--- src/asio_regs.vh ---
// register map, field positions, reset values and timing for the address-shared io ports
`ifndef ASIO_REGS_VH
`define ASIO_REGS_VH
`define ASIO_OFS_PC_DIR 12'h000
`define ASIO_OFS_PC_ODR 12'h004
`define ASIO_OFS_PC_PIN 12'h008
`define ASIO_OFS_PC_PUC 12'h00C
`define ASIO_OFS_PB_DIR 12'h010
`define ASIO_OFS_PB_ODR 12'h014
`define ASIO_OFS_PB_PIN 12'h018
`define ASIO_OFS_PB_PUC 12'h01C
`define ASIO_OFS_PFC 12'h020
`define ASIO_OFS_CTRL 12'h024
`define ASIO_PFC_AE_LSB 0
`define ASIO_PFC_AE_MSB 3
`define ASIO_CTRL_MODE_LSB 0
`define ASIO_CTRL_MODE_MSB 2
`define ASIO_CTRL_STBY_BIT 3
`define ASIO_RST_BYTE 8'h00
`define ASIO_RST_AE 4'hF
`define ASIO_RST_MODE 3'h7
`define ASIO_SYNC_STAGES 2
`endif

--- src/asio_ports.v ---
// address-shared port b (bits 2..0) and port c with apb register access
`timescale 1ns/1ps
`include "asio_regs.vh"
module asio_ports #(
	parameter PB_W = 3,
	parameter PC_W = 8
) (
	// clock, reset, enable
	input wire mclk,
	input wire rstn,
	input wire clk_en,
	// apb slave
	input wire psel,
	input wire penable,
	input wire pwrite,
	input wire [11:0] paddr,
	input wire [31:0] pwdata,
	output wire pready,
	output wire pslverr,
	output reg [31:0] prdata,
	// external address bus source
	input wire [10:0] addr_bus,
	// port b pins 2..0
	input wire [PB_W-1:0] pb_in,
	output wire [PB_W-1:0] pb_out,
	output wire [PB_W-1:0] pb_oe,
	output wire [PB_W-1:0] pb_pullup,
	// port c pins 7..0
	input wire [PC_W-1:0] pc_in,
	output wire [PC_W-1:0] pc_out,
	output wire [PC_W-1:0] pc_oe,
	output wire [PC_W-1:0] pc_pullup
);
	reg [PC_W-1:0] pc_dir_q;
	reg [PC_W-1:0] pc_odr_q;
	reg [PC_W-1:0] pc_puc_q;
	reg [PB_W-1:0] pb_dir_q;
	reg [PB_W-1:0] pb_odr_q;
	reg [PB_W-1:0] pb_puc_q;
	reg [3:0] ae_q;
	reg [2:0] mode_q;
	reg stby_q;
	reg [PC_W-1:0] pc_s1_q;
	reg [PC_W-1:0] pc_s2_q;
	reg [PB_W-1:0] pb_s1_q;
	reg [PB_W-1:0] pb_s2_q;
	reg [31:0] rdata_d;
	wire wr_en;
	wire ext_mode;
	wire mode45;
	wire mode6;
	wire [PB_W-1:0] pb_addr_en;
	reg [PC_W-1:0] pc_addr_en;
	wire [PB_W-1:0] pb_gp_out;
	reg [PC_W-1:0] pc_gp_out;
	wire [PC_W-1:0] pc_rd;
	wire [PB_W-1:0] pb_rd;
	reg addr_hit;
	reg [1:0] mode_cls;
	reg [2:0] ae_dec;
	wire wr_pc_dir;
	wire wr_pc_odr;
	wire wr_pc_puc;
	wire wr_pb_dir;
	wire wr_pb_odr;
	wire wr_pb_puc;
	wire wr_pfc;
	wire wr_ctrl;
	wire [31:0] rd_pc_odr;
	wire [31:0] rd_pc_pin;
	wire [31:0] rd_pc_puc;
	wire [31:0] rd_pb_odr;
	wire [31:0] rd_pb_pin;
	wire [31:0] rd_pb_puc;
	wire [31:0] rd_pfc;
	wire [31:0] rd_ctrl;

	// zero-wait slave: every access completes in its first access cycle
	assign pready = 1'b1;
	assign wr_en = psel & penable & pwrite & clk_en;
	// mapped offsets; anything else answers with an error
	always @* begin
		addr_hit = 1'b0;
		case (paddr)
			`ASIO_OFS_PC_DIR: addr_hit = 1'b1;
			`ASIO_OFS_PC_ODR: addr_hit = 1'b1;
			`ASIO_OFS_PC_PIN: addr_hit = 1'b1;
			`ASIO_OFS_PC_PUC: addr_hit = 1'b1;
			`ASIO_OFS_PB_DIR: addr_hit = 1'b1;
			`ASIO_OFS_PB_ODR: addr_hit = 1'b1;
			`ASIO_OFS_PB_PIN: addr_hit = 1'b1;
			`ASIO_OFS_PB_PUC: addr_hit = 1'b1;
			`ASIO_OFS_PFC: addr_hit = 1'b1;
			`ASIO_OFS_CTRL: addr_hit = 1'b1;
			default: addr_hit = 1'b0;
		endcase
	end
	assign pslverr = psel & penable & ~addr_hit;

	// mode class; modes below 4 treated like mode 7 (single-chip)
	always @* begin
		mode_cls = 2'h0;
		case (mode_q)
			3'h4: mode_cls = 2'h1;
			3'h5: mode_cls = 2'h1;
			3'h6: mode_cls = 2'h2;
			3'h7: mode_cls = 2'h0;
			default: mode_cls = 2'h0;
		endcase
	end
	assign mode45 = (mode_cls == 2'h1);
	assign mode6 = (mode_cls == 2'h2);
	assign ext_mode = mode45 | mode6;

	// one strobe per register so each register lives in its own process
	assign wr_pc_dir = wr_en & (paddr == `ASIO_OFS_PC_DIR);
	assign wr_pc_odr = wr_en & (paddr == `ASIO_OFS_PC_ODR);
	assign wr_pc_puc = wr_en & (paddr == `ASIO_OFS_PC_PUC);
	assign wr_pb_dir = wr_en & (paddr == `ASIO_OFS_PB_DIR);
	assign wr_pb_odr = wr_en & (paddr == `ASIO_OFS_PB_ODR);
	assign wr_pb_puc = wr_en & (paddr == `ASIO_OFS_PB_PUC);
	assign wr_pfc = wr_en & (paddr == `ASIO_OFS_PFC);
	assign wr_ctrl = wr_en & (paddr == `ASIO_OFS_CTRL);

	// write-only: software must write whole bytes
	always @(posedge mclk or negedge rstn) begin
		if (!rstn) begin
			pc_dir_q <= {PC_W{1'b0}};
		end else if (wr_pc_dir) begin
			pc_dir_q <= pwdata[PC_W-1:0];
		end
	end

	// port c output data
	always @(posedge mclk or negedge rstn) begin
		if (!rstn) begin
			pc_odr_q <= {PC_W{1'b0}};
		end else if (wr_pc_odr) begin
			pc_odr_q <= pwdata[PC_W-1:0];
		end
	end

	// port c pull-up control
	always @(posedge mclk or negedge rstn) begin
		if (!rstn) begin
			pc_puc_q <= {PC_W{1'b0}};
		end else if (wr_pc_puc) begin
			pc_puc_q <= pwdata[PC_W-1:0];
		end
	end

	// port b direction, also write-only
	always @(posedge mclk or negedge rstn) begin
		if (!rstn) begin
			pb_dir_q <= {PB_W{1'b0}};
		end else if (wr_pb_dir) begin
			pb_dir_q <= pwdata[PB_W-1:0];
		end
	end

	// port b output data
	always @(posedge mclk or negedge rstn) begin
		if (!rstn) begin
			pb_odr_q <= {PB_W{1'b0}};
		end else if (wr_pb_odr) begin
			pb_odr_q <= pwdata[PB_W-1:0];
		end
	end

	// port b pull-up control
	always @(posedge mclk or negedge rstn) begin
		if (!rstn) begin
			pb_puc_q <= {PB_W{1'b0}};
		end else if (wr_pb_puc) begin
			pb_puc_q <= pwdata[PB_W-1:0];
		end
	end

	// address-enable field; reset value selects all upper lines for the bus in the expanded modes
	always @(posedge mclk or negedge rstn) begin
		if (!rstn) begin
			ae_q <= `ASIO_RST_AE;
		end else if (wr_pfc) begin
			ae_q <= pwdata[`ASIO_PFC_AE_MSB:`ASIO_PFC_AE_LSB];
		end
	end

	// operating mode and hardware standby
	always @(posedge mclk or negedge rstn) begin
		if (!rstn) begin
			mode_q <= `ASIO_RST_MODE;
			stby_q <= 1'b0;
		end else if (wr_ctrl) begin
			mode_q <= pwdata[`ASIO_CTRL_MODE_MSB:`ASIO_CTRL_MODE_LSB];
			stby_q <= pwdata[`ASIO_CTRL_STBY_BIT];
		end
	end

	// port c synchroniser; first stage feeds only the second
	always @(posedge mclk or negedge rstn) begin
		if (!rstn) begin
			pc_s1_q <= {PC_W{1'b0}};
			pc_s2_q <= {PC_W{1'b0}};
		end else if (clk_en) begin
			pc_s1_q <= pc_in;
			pc_s2_q <= pc_s1_q;
		end
	end

	// port b synchroniser, same two-stage depth
	always @(posedge mclk or negedge rstn) begin
		if (!rstn) begin
			pb_s1_q <= {PB_W{1'b0}};
			pb_s2_q <= {PB_W{1'b0}};
		end else if (clk_en) begin
			pb_s1_q <= pb_in;
			pb_s2_q <= pb_s1_q;
		end
	end

	// field decode: which of a10..a8 go to the bus
	always @* begin
		ae_dec = 3'h0;
		case (ae_q)
			4'h0: ae_dec = 3'h0;
			4'h1: ae_dec = 3'h1;
			4'h2: ae_dec = 3'h3;
			4'h3: ae_dec = 3'h7;
			4'h4: ae_dec = 3'h7;
			4'h5: ae_dec = 3'h7;
			4'h6: ae_dec = 3'h7;
			4'h7: ae_dec = 3'h7;
			4'h8: ae_dec = 3'h7;
			4'h9: ae_dec = 3'h7;
			4'hA: ae_dec = 3'h7;
			4'hB: ae_dec = 3'h7;
			4'hC: ae_dec = 3'h7;
			4'hD: ae_dec = 3'h7;
			4'hE: ae_dec = 3'h7;
			4'hF: ae_dec = 3'h7;
			default: ae_dec = 3'h7;
		endcase
	end

	// port b address enables, only in the expanded modes
	assign pb_addr_en[2] = ext_mode & ae_dec[2];
	assign pb_addr_en[1] = ext_mode & ae_dec[1];
	assign pb_addr_en[0] = ext_mode & ae_dec[0];

	// port c address and general-output enables per mode class
	always @* begin
		pc_addr_en = {PC_W{1'b0}};
		pc_gp_out = {PC_W{1'b0}};
		case (mode_cls)
			2'h1: begin
				pc_addr_en = {PC_W{1'b1}};
			end
			2'h2: begin
				pc_addr_en = pc_dir_q;
			end
			2'h0: begin
				pc_gp_out = pc_dir_q;
			end
			default: begin
				pc_addr_en = {PC_W{1'b0}};
			end
		endcase
	end
	assign pb_gp_out = pb_dir_q & ~pb_addr_en;

	genvar i;
	generate
		// port c: address line, general output or input
		for (i = 0; i < PC_W; i = i + 1) begin : g_pc
			// address lines win over the data register
			assign pc_out[i] = pc_addr_en[i] ? addr_bus[i] : pc_odr_q[i];
			// standby floats every pin whatever the mode
			assign pc_oe[i] = stby_q ? 1'b0 : (pc_addr_en[i] | pc_gp_out[i]);
			// pull-up only on a true input, off in standby
			assign pc_pullup[i] = ~stby_q & ~pc_oe[i] & pc_puc_q[i] & ~pc_dir_q[i] & ~mode45;
			// outputs read the data register, inputs the synchronised pin
			assign pc_rd[i] = pc_dir_q[i] ? pc_odr_q[i] : pc_s2_q[i];
		end
		// port b: a10..a8, general output or input
		for (i = 0; i < PB_W; i = i + 1) begin : g_pb
			// upper address lines map onto bits 2..0
			assign pb_out[i] = pb_addr_en[i] ? addr_bus[8+i] : pb_odr_q[i];
			// standby floats every pin whatever the mode
			assign pb_oe[i] = stby_q ? 1'b0 : (pb_addr_en[i] | pb_gp_out[i]);
			// rstn low clears both control bits, so reset forces it off too
			assign pb_pullup[i] = ~stby_q & ~pb_addr_en[i] & ~pb_dir_q[i] & pb_puc_q[i];
			// same readback rule as port c
			assign pb_rd[i] = pb_dir_q[i] ? pb_odr_q[i] : pb_s2_q[i];
		end
	endgenerate

	// readable words, zero-extended to the bus width
	assign rd_pc_odr = {{(32-PC_W){1'b0}}, pc_odr_q};
	assign rd_pc_pin = {{(32-PC_W){1'b0}}, pc_rd};
	assign rd_pc_puc = {{(32-PC_W){1'b0}}, pc_puc_q};
	assign rd_pb_odr = {{(32-PB_W){1'b0}}, pb_odr_q};
	assign rd_pb_pin = {{(32-PB_W){1'b0}}, pb_rd};
	assign rd_pb_puc = {{(32-PB_W){1'b0}}, pb_puc_q};
	assign rd_pfc = {28'h0000000, ae_q};
	assign rd_ctrl = {28'h0000000, stby_q, mode_q};

	// read mux; direction registers read back as zero
	always @* begin
		rdata_d = 32'h00000000;
		case (paddr)
			`ASIO_OFS_PC_DIR: rdata_d = 32'h00000000;
			`ASIO_OFS_PC_ODR: rdata_d = rd_pc_odr;
			`ASIO_OFS_PC_PIN: rdata_d = rd_pc_pin;
			`ASIO_OFS_PC_PUC: rdata_d = rd_pc_puc;
			`ASIO_OFS_PB_DIR: rdata_d = 32'h00000000;
			`ASIO_OFS_PB_ODR: rdata_d = rd_pb_odr;
			`ASIO_OFS_PB_PIN: rdata_d = rd_pb_pin;
			`ASIO_OFS_PB_PUC: rdata_d = rd_pb_puc;
			`ASIO_OFS_PFC: rdata_d = rd_pfc;
			`ASIO_OFS_CTRL: rdata_d = rd_ctrl;
			default: rdata_d = 32'h00000000;
		endcase
	end

	// read data registered in the setup cycle so it is valid in the access cycle;
	// loading early is what lets pready stay high with no wait state
	always @(posedge mclk or negedge rstn) begin
		if (!rstn) begin
			prdata <= 32'h00000000;
		end else if (clk_en && psel && !penable && !pwrite) begin
			prdata <= rdata_d;
		end
	end
endmodule

--- config.mk ---
export PLATFORM = sky130hd
export DESIGN_NAME = asio_ports
export DESIGN_NICKNAME = d
export VERILOG_FILES = /design/src/asio_ports.v
export VERILOG_INCLUDE_DIRS = /design/src
export SDC_FILE = /design/constraint.sdc
export NUM_CORES = 1
export LEC_CHECK = 0
export ABC_AREA = 1
export CORE_ASPECT_RATIO = 1.1
export CORE_MARGIN = 10
export CORE_UTILIZATION = 30
export CTS_BUF_LIST = sky130_fd_sc_hd__clkbuf_4
export DETAILED_ROUTE_END_ITERATION = 10
export DONT_BUFFER_PORTS = 1
export HOLD_SLACK_MARGIN = 0.15
export PLACE_DENSITY_LB_ADDON = 0.15
export RECOVER_POWER = 25
export SLEW_MARGIN = 0
export SYNTH_ARGS = -nofsm -noshare
export SYNTH_HDL_FRONTEND = slang
export SYNTH_SLANG_ARGS = --single-unit
--- constraint.sdc ---
create_clock -name mclk -period 4.2 [get_ports mclk]
set_clock_uncertainty 0.05 [all_clocks]
set_input_delay 0.21 -clock mclk [delete_from_list [all_inputs] [get_ports mclk]]
set_output_delay 0.21 -clock mclk [all_outputs]
set_load 0.05 [all_outputs]
==> results.cfg <==
[run_status]
status = complete, no violations

[timing]
slew_viol_final = 0
relSlewSlack = 0.280
tightestPinTransition_ns = 1.08
rsz0062_at_grt = false
setup_ws_ns = 1.17
final.setup.tns_ns = 0
fin_crit_ns = 3.03
finalHoldViolations = 0
max_freq_ghz = 0.330
setup_viol = 0
period_share = 0.722

[worst_setup_path]
path_class = reg2out
path_cells = inv_1 > nor3_1 > inv_1 > ha_1 > nor2_1 > a21oi_1 > nand3_1 > nor2_1 > buf_4
crit_path_max_fanout = 10
crit_path_end_kind = primary output
required_ns = 3.94
start_kind = register
critPathMaxStageDelay_ns = 0.56
worstPathArrival_ns = 2.77
worst_path_max_delay_cell = dfstp_2

[synth]
synth_flop_cell = dfrtp_1
netlist_area_sq_um = 4350
syn_inst = 550
yosys.area.top_type = dfrtp_1
yosys_warnings = 0
synth.area.top_cells = dfrtp_1, nand2_1, buf_4
yosysMostFrequentCell = nand2_1
yosysSeqAreaShare = 0.410
ys_ff_latch = 71
synthTopCellsByCount = nand2_1, dfrtp_1, nor2_1
synth.distinct_cells = 37
synth-async-reset-ratio = 1.00
synth_top_area_share = 0.368
avgSynthCellArea_sq_um = 7.91
synth_edf_count = 0

[power]
p_per_area_nw_per_um2 = 266
p_leak_nw = 2.46
p_total_mw = 1.34
ir_worst_vdd_uv = 138

[cts]
path_clk_slew_ns = 0.13
post_cts.repair.setup_buffers = 0
h-tree-depth = 3
max-clock-path-buffers = 2
cts_resized = 0
clock_sinks = 71
cts_root_buf = clkbuf_4
clock_latency_ns = 0.44
cts_tree = yes
numCtsBuffers = 9

[job]
drv_cap = 0

[die]
initial_core_util = 0.304
die_area_sq_um = 19700
row_count = 46
ios = 139
die_y_um = 146
core_sq_um = 14300
die_x_um = 135

[drt]
wirelength_um = 12600
routedWlPerCell_um = 15.9
vias_per_cell = 4.44
drc = 0
drtIter0Drc = 134
drt_first_pass_iters = 4
dr_total_vias = 3507
drt.antenna.violating_nets = 0

[final_layout]
num_antenna_cells = 0
finish.utilization = 0.351
num-nets-final = 666
final_area_sq_um = 5040
drive_gt1_frac = 0.186
area_growth_pct = 15.8

[place]
gp_congestion = 0.805
dp_hpwl_um = 9380
placed_cell_area_sq_um = 4440
place_ws_ns = 1.60
portBuffers = 0

[global_route]
antenna_found_initial = 0
grt_pass1_wl_um = 19400
grt_pass1_vias = 3496
grt_use_total = 0.127
grt_max_degree = 72
gr-total-overflow = 0

[worst_hold_path]
min_path_type = in2reg
[metal layers]
metal	vias to the layer above	part of all wire	wire length, um	track usage
li1	1792	-	-	-
met1	1616	0.41	5200	0.152
met2	93	0.50	6220	0.208
met3	6	0.080	1010	0.0388
met4	0	0.0098	123	0.0474
met5	-	0	0	0
[where the power goes]
group	internal, mW	leakage, nW	switching, mW	total [mW]
registers	0.705	0.931	0.00788	0.713
logic	0.0466	1.45	0.133	0.180
clock network	0.199	0.0750	0.247	0.446
[registers in the layout (all words and copies together) (netlist names)]
signal    cells
pc_dir_q      8
pc_odr_q      8
pc_puc_q      8
pc_s1_q       8
pc_s2_q       8
prdata        8
ae_q          4
mode_q        3
pb_dir_q      3
pb_odr_q      3
pb_puc_q      3
pb_s1_q       3
pb_s2_q       3
stby_q        1
[worst paths after layout]
check	from	end	slack [ns]	depth (start not counted)
min in group asynchronous	rstn	prdata[4]$_DFFE_PN0P_	0.24	2
worst min register to register	pc_s1_q[1]$_DFFE_PN0P_	pc_s1_q[1]$_DFFE_PN0P_	0.43	2
worst min-delay path	paddr[2]	prdata[4]$_DFFE_PN0P_	0.16	7
max in group asynchronous	rstn	mode_q[2]$_DFFE_PN1P_	3.51	2
worst max register to register	stby_q$_DFFE_PN0P_	prdata[3]$_DFFE_PN0P_	2.89	4
worst max-delay path	mode_q[2]$_DFFE_PN1P_	pb_pullup[0]	1.17	9
[logic make-up after synthesis]
family,Yosys count,synth area share
simple gates,301,0.342
fa+ha+maj,2,0.00575
buf+inv,88,0.110
other cells,2,0.00173
compound gates,78,0.109
flops,71,0.410
mux,8,0.0207
[layout by cell type, fill, tap and decap left out, types with 2 or more instances in the layout]
| cell type | count |
|---|---|
| nor2_4 | 8 |
| o21ai_1 | 16 |
| nand3_4 | 3 |
| nor2_1 | 42 |
| nand2_4 | 6 |
| inv_2 | 5 |
| nand4_2 | 2 |
| nor2_2 | 8 |
| clkbuf_4 | 12 |
| a21oi_1 | 11 |
| nand2_2 | 4 |
| nand2_1 | 174 |
| o21ai_0 | 28 |
| buf_4 | 9 |
| inv_1 | 37 |
| dfrtp_1 | 64 |
| conb_1 | 25 |
| o21ai_2 | 22 |
| nand3_2 | 2 |
| nor2_8 | 2 |
| nor3_4 | 3 |
| dfstp_2 | 7 |
| clkinv_2 | 2 |
| dlygate4sd3_1 | 41 |
| mux2_2 | 8 |
| ha_1 | 2 |
| nand3_1 | 40 |
[area by class of cell]
type / count / area (sq um)
clock buffer: 12 / 90.1
clock inverter: 4 / 46.3
fill: 1510 / 9290
inverter: 44 / 169
multi-input combinational: 414 / 2180
sequential: 71 / 1790
tap: 192 / 240
timing repair buffer: 52 / 526
[worst max-delay path: cells and delay by family (launching register included)]
kind | cells | cell delay (ns)
flip-flops | 1 | 0.56
AND/OR/NAND/NOR | 4 | 0.61
adder cells (fa/ha/maj) | 1 | 0.55
buffers and inverters | 3 | 0.34
AO/OA/AOI/OAI | 1 | 0.29
[per-stage QoR]
| step | hold slack, ns | cells |
|---|---|---|
| finish | 0.163 | 789 |
| CTS | 0.155 | 789 |
| floorplan | -0.136 | 573 |
| detailed placement | -0.133 | 730 |
| global route | 0.183 | 789 |
| global placement | -0.133 | 730 |
[what timing repair did]
action | in CTS | in global routing
hold buffers | 43 | 0
setup endpoints to repair | 0 | 0
endpoints found under the hold margin | 141 | 0
(Power assumes the default switching activity.)
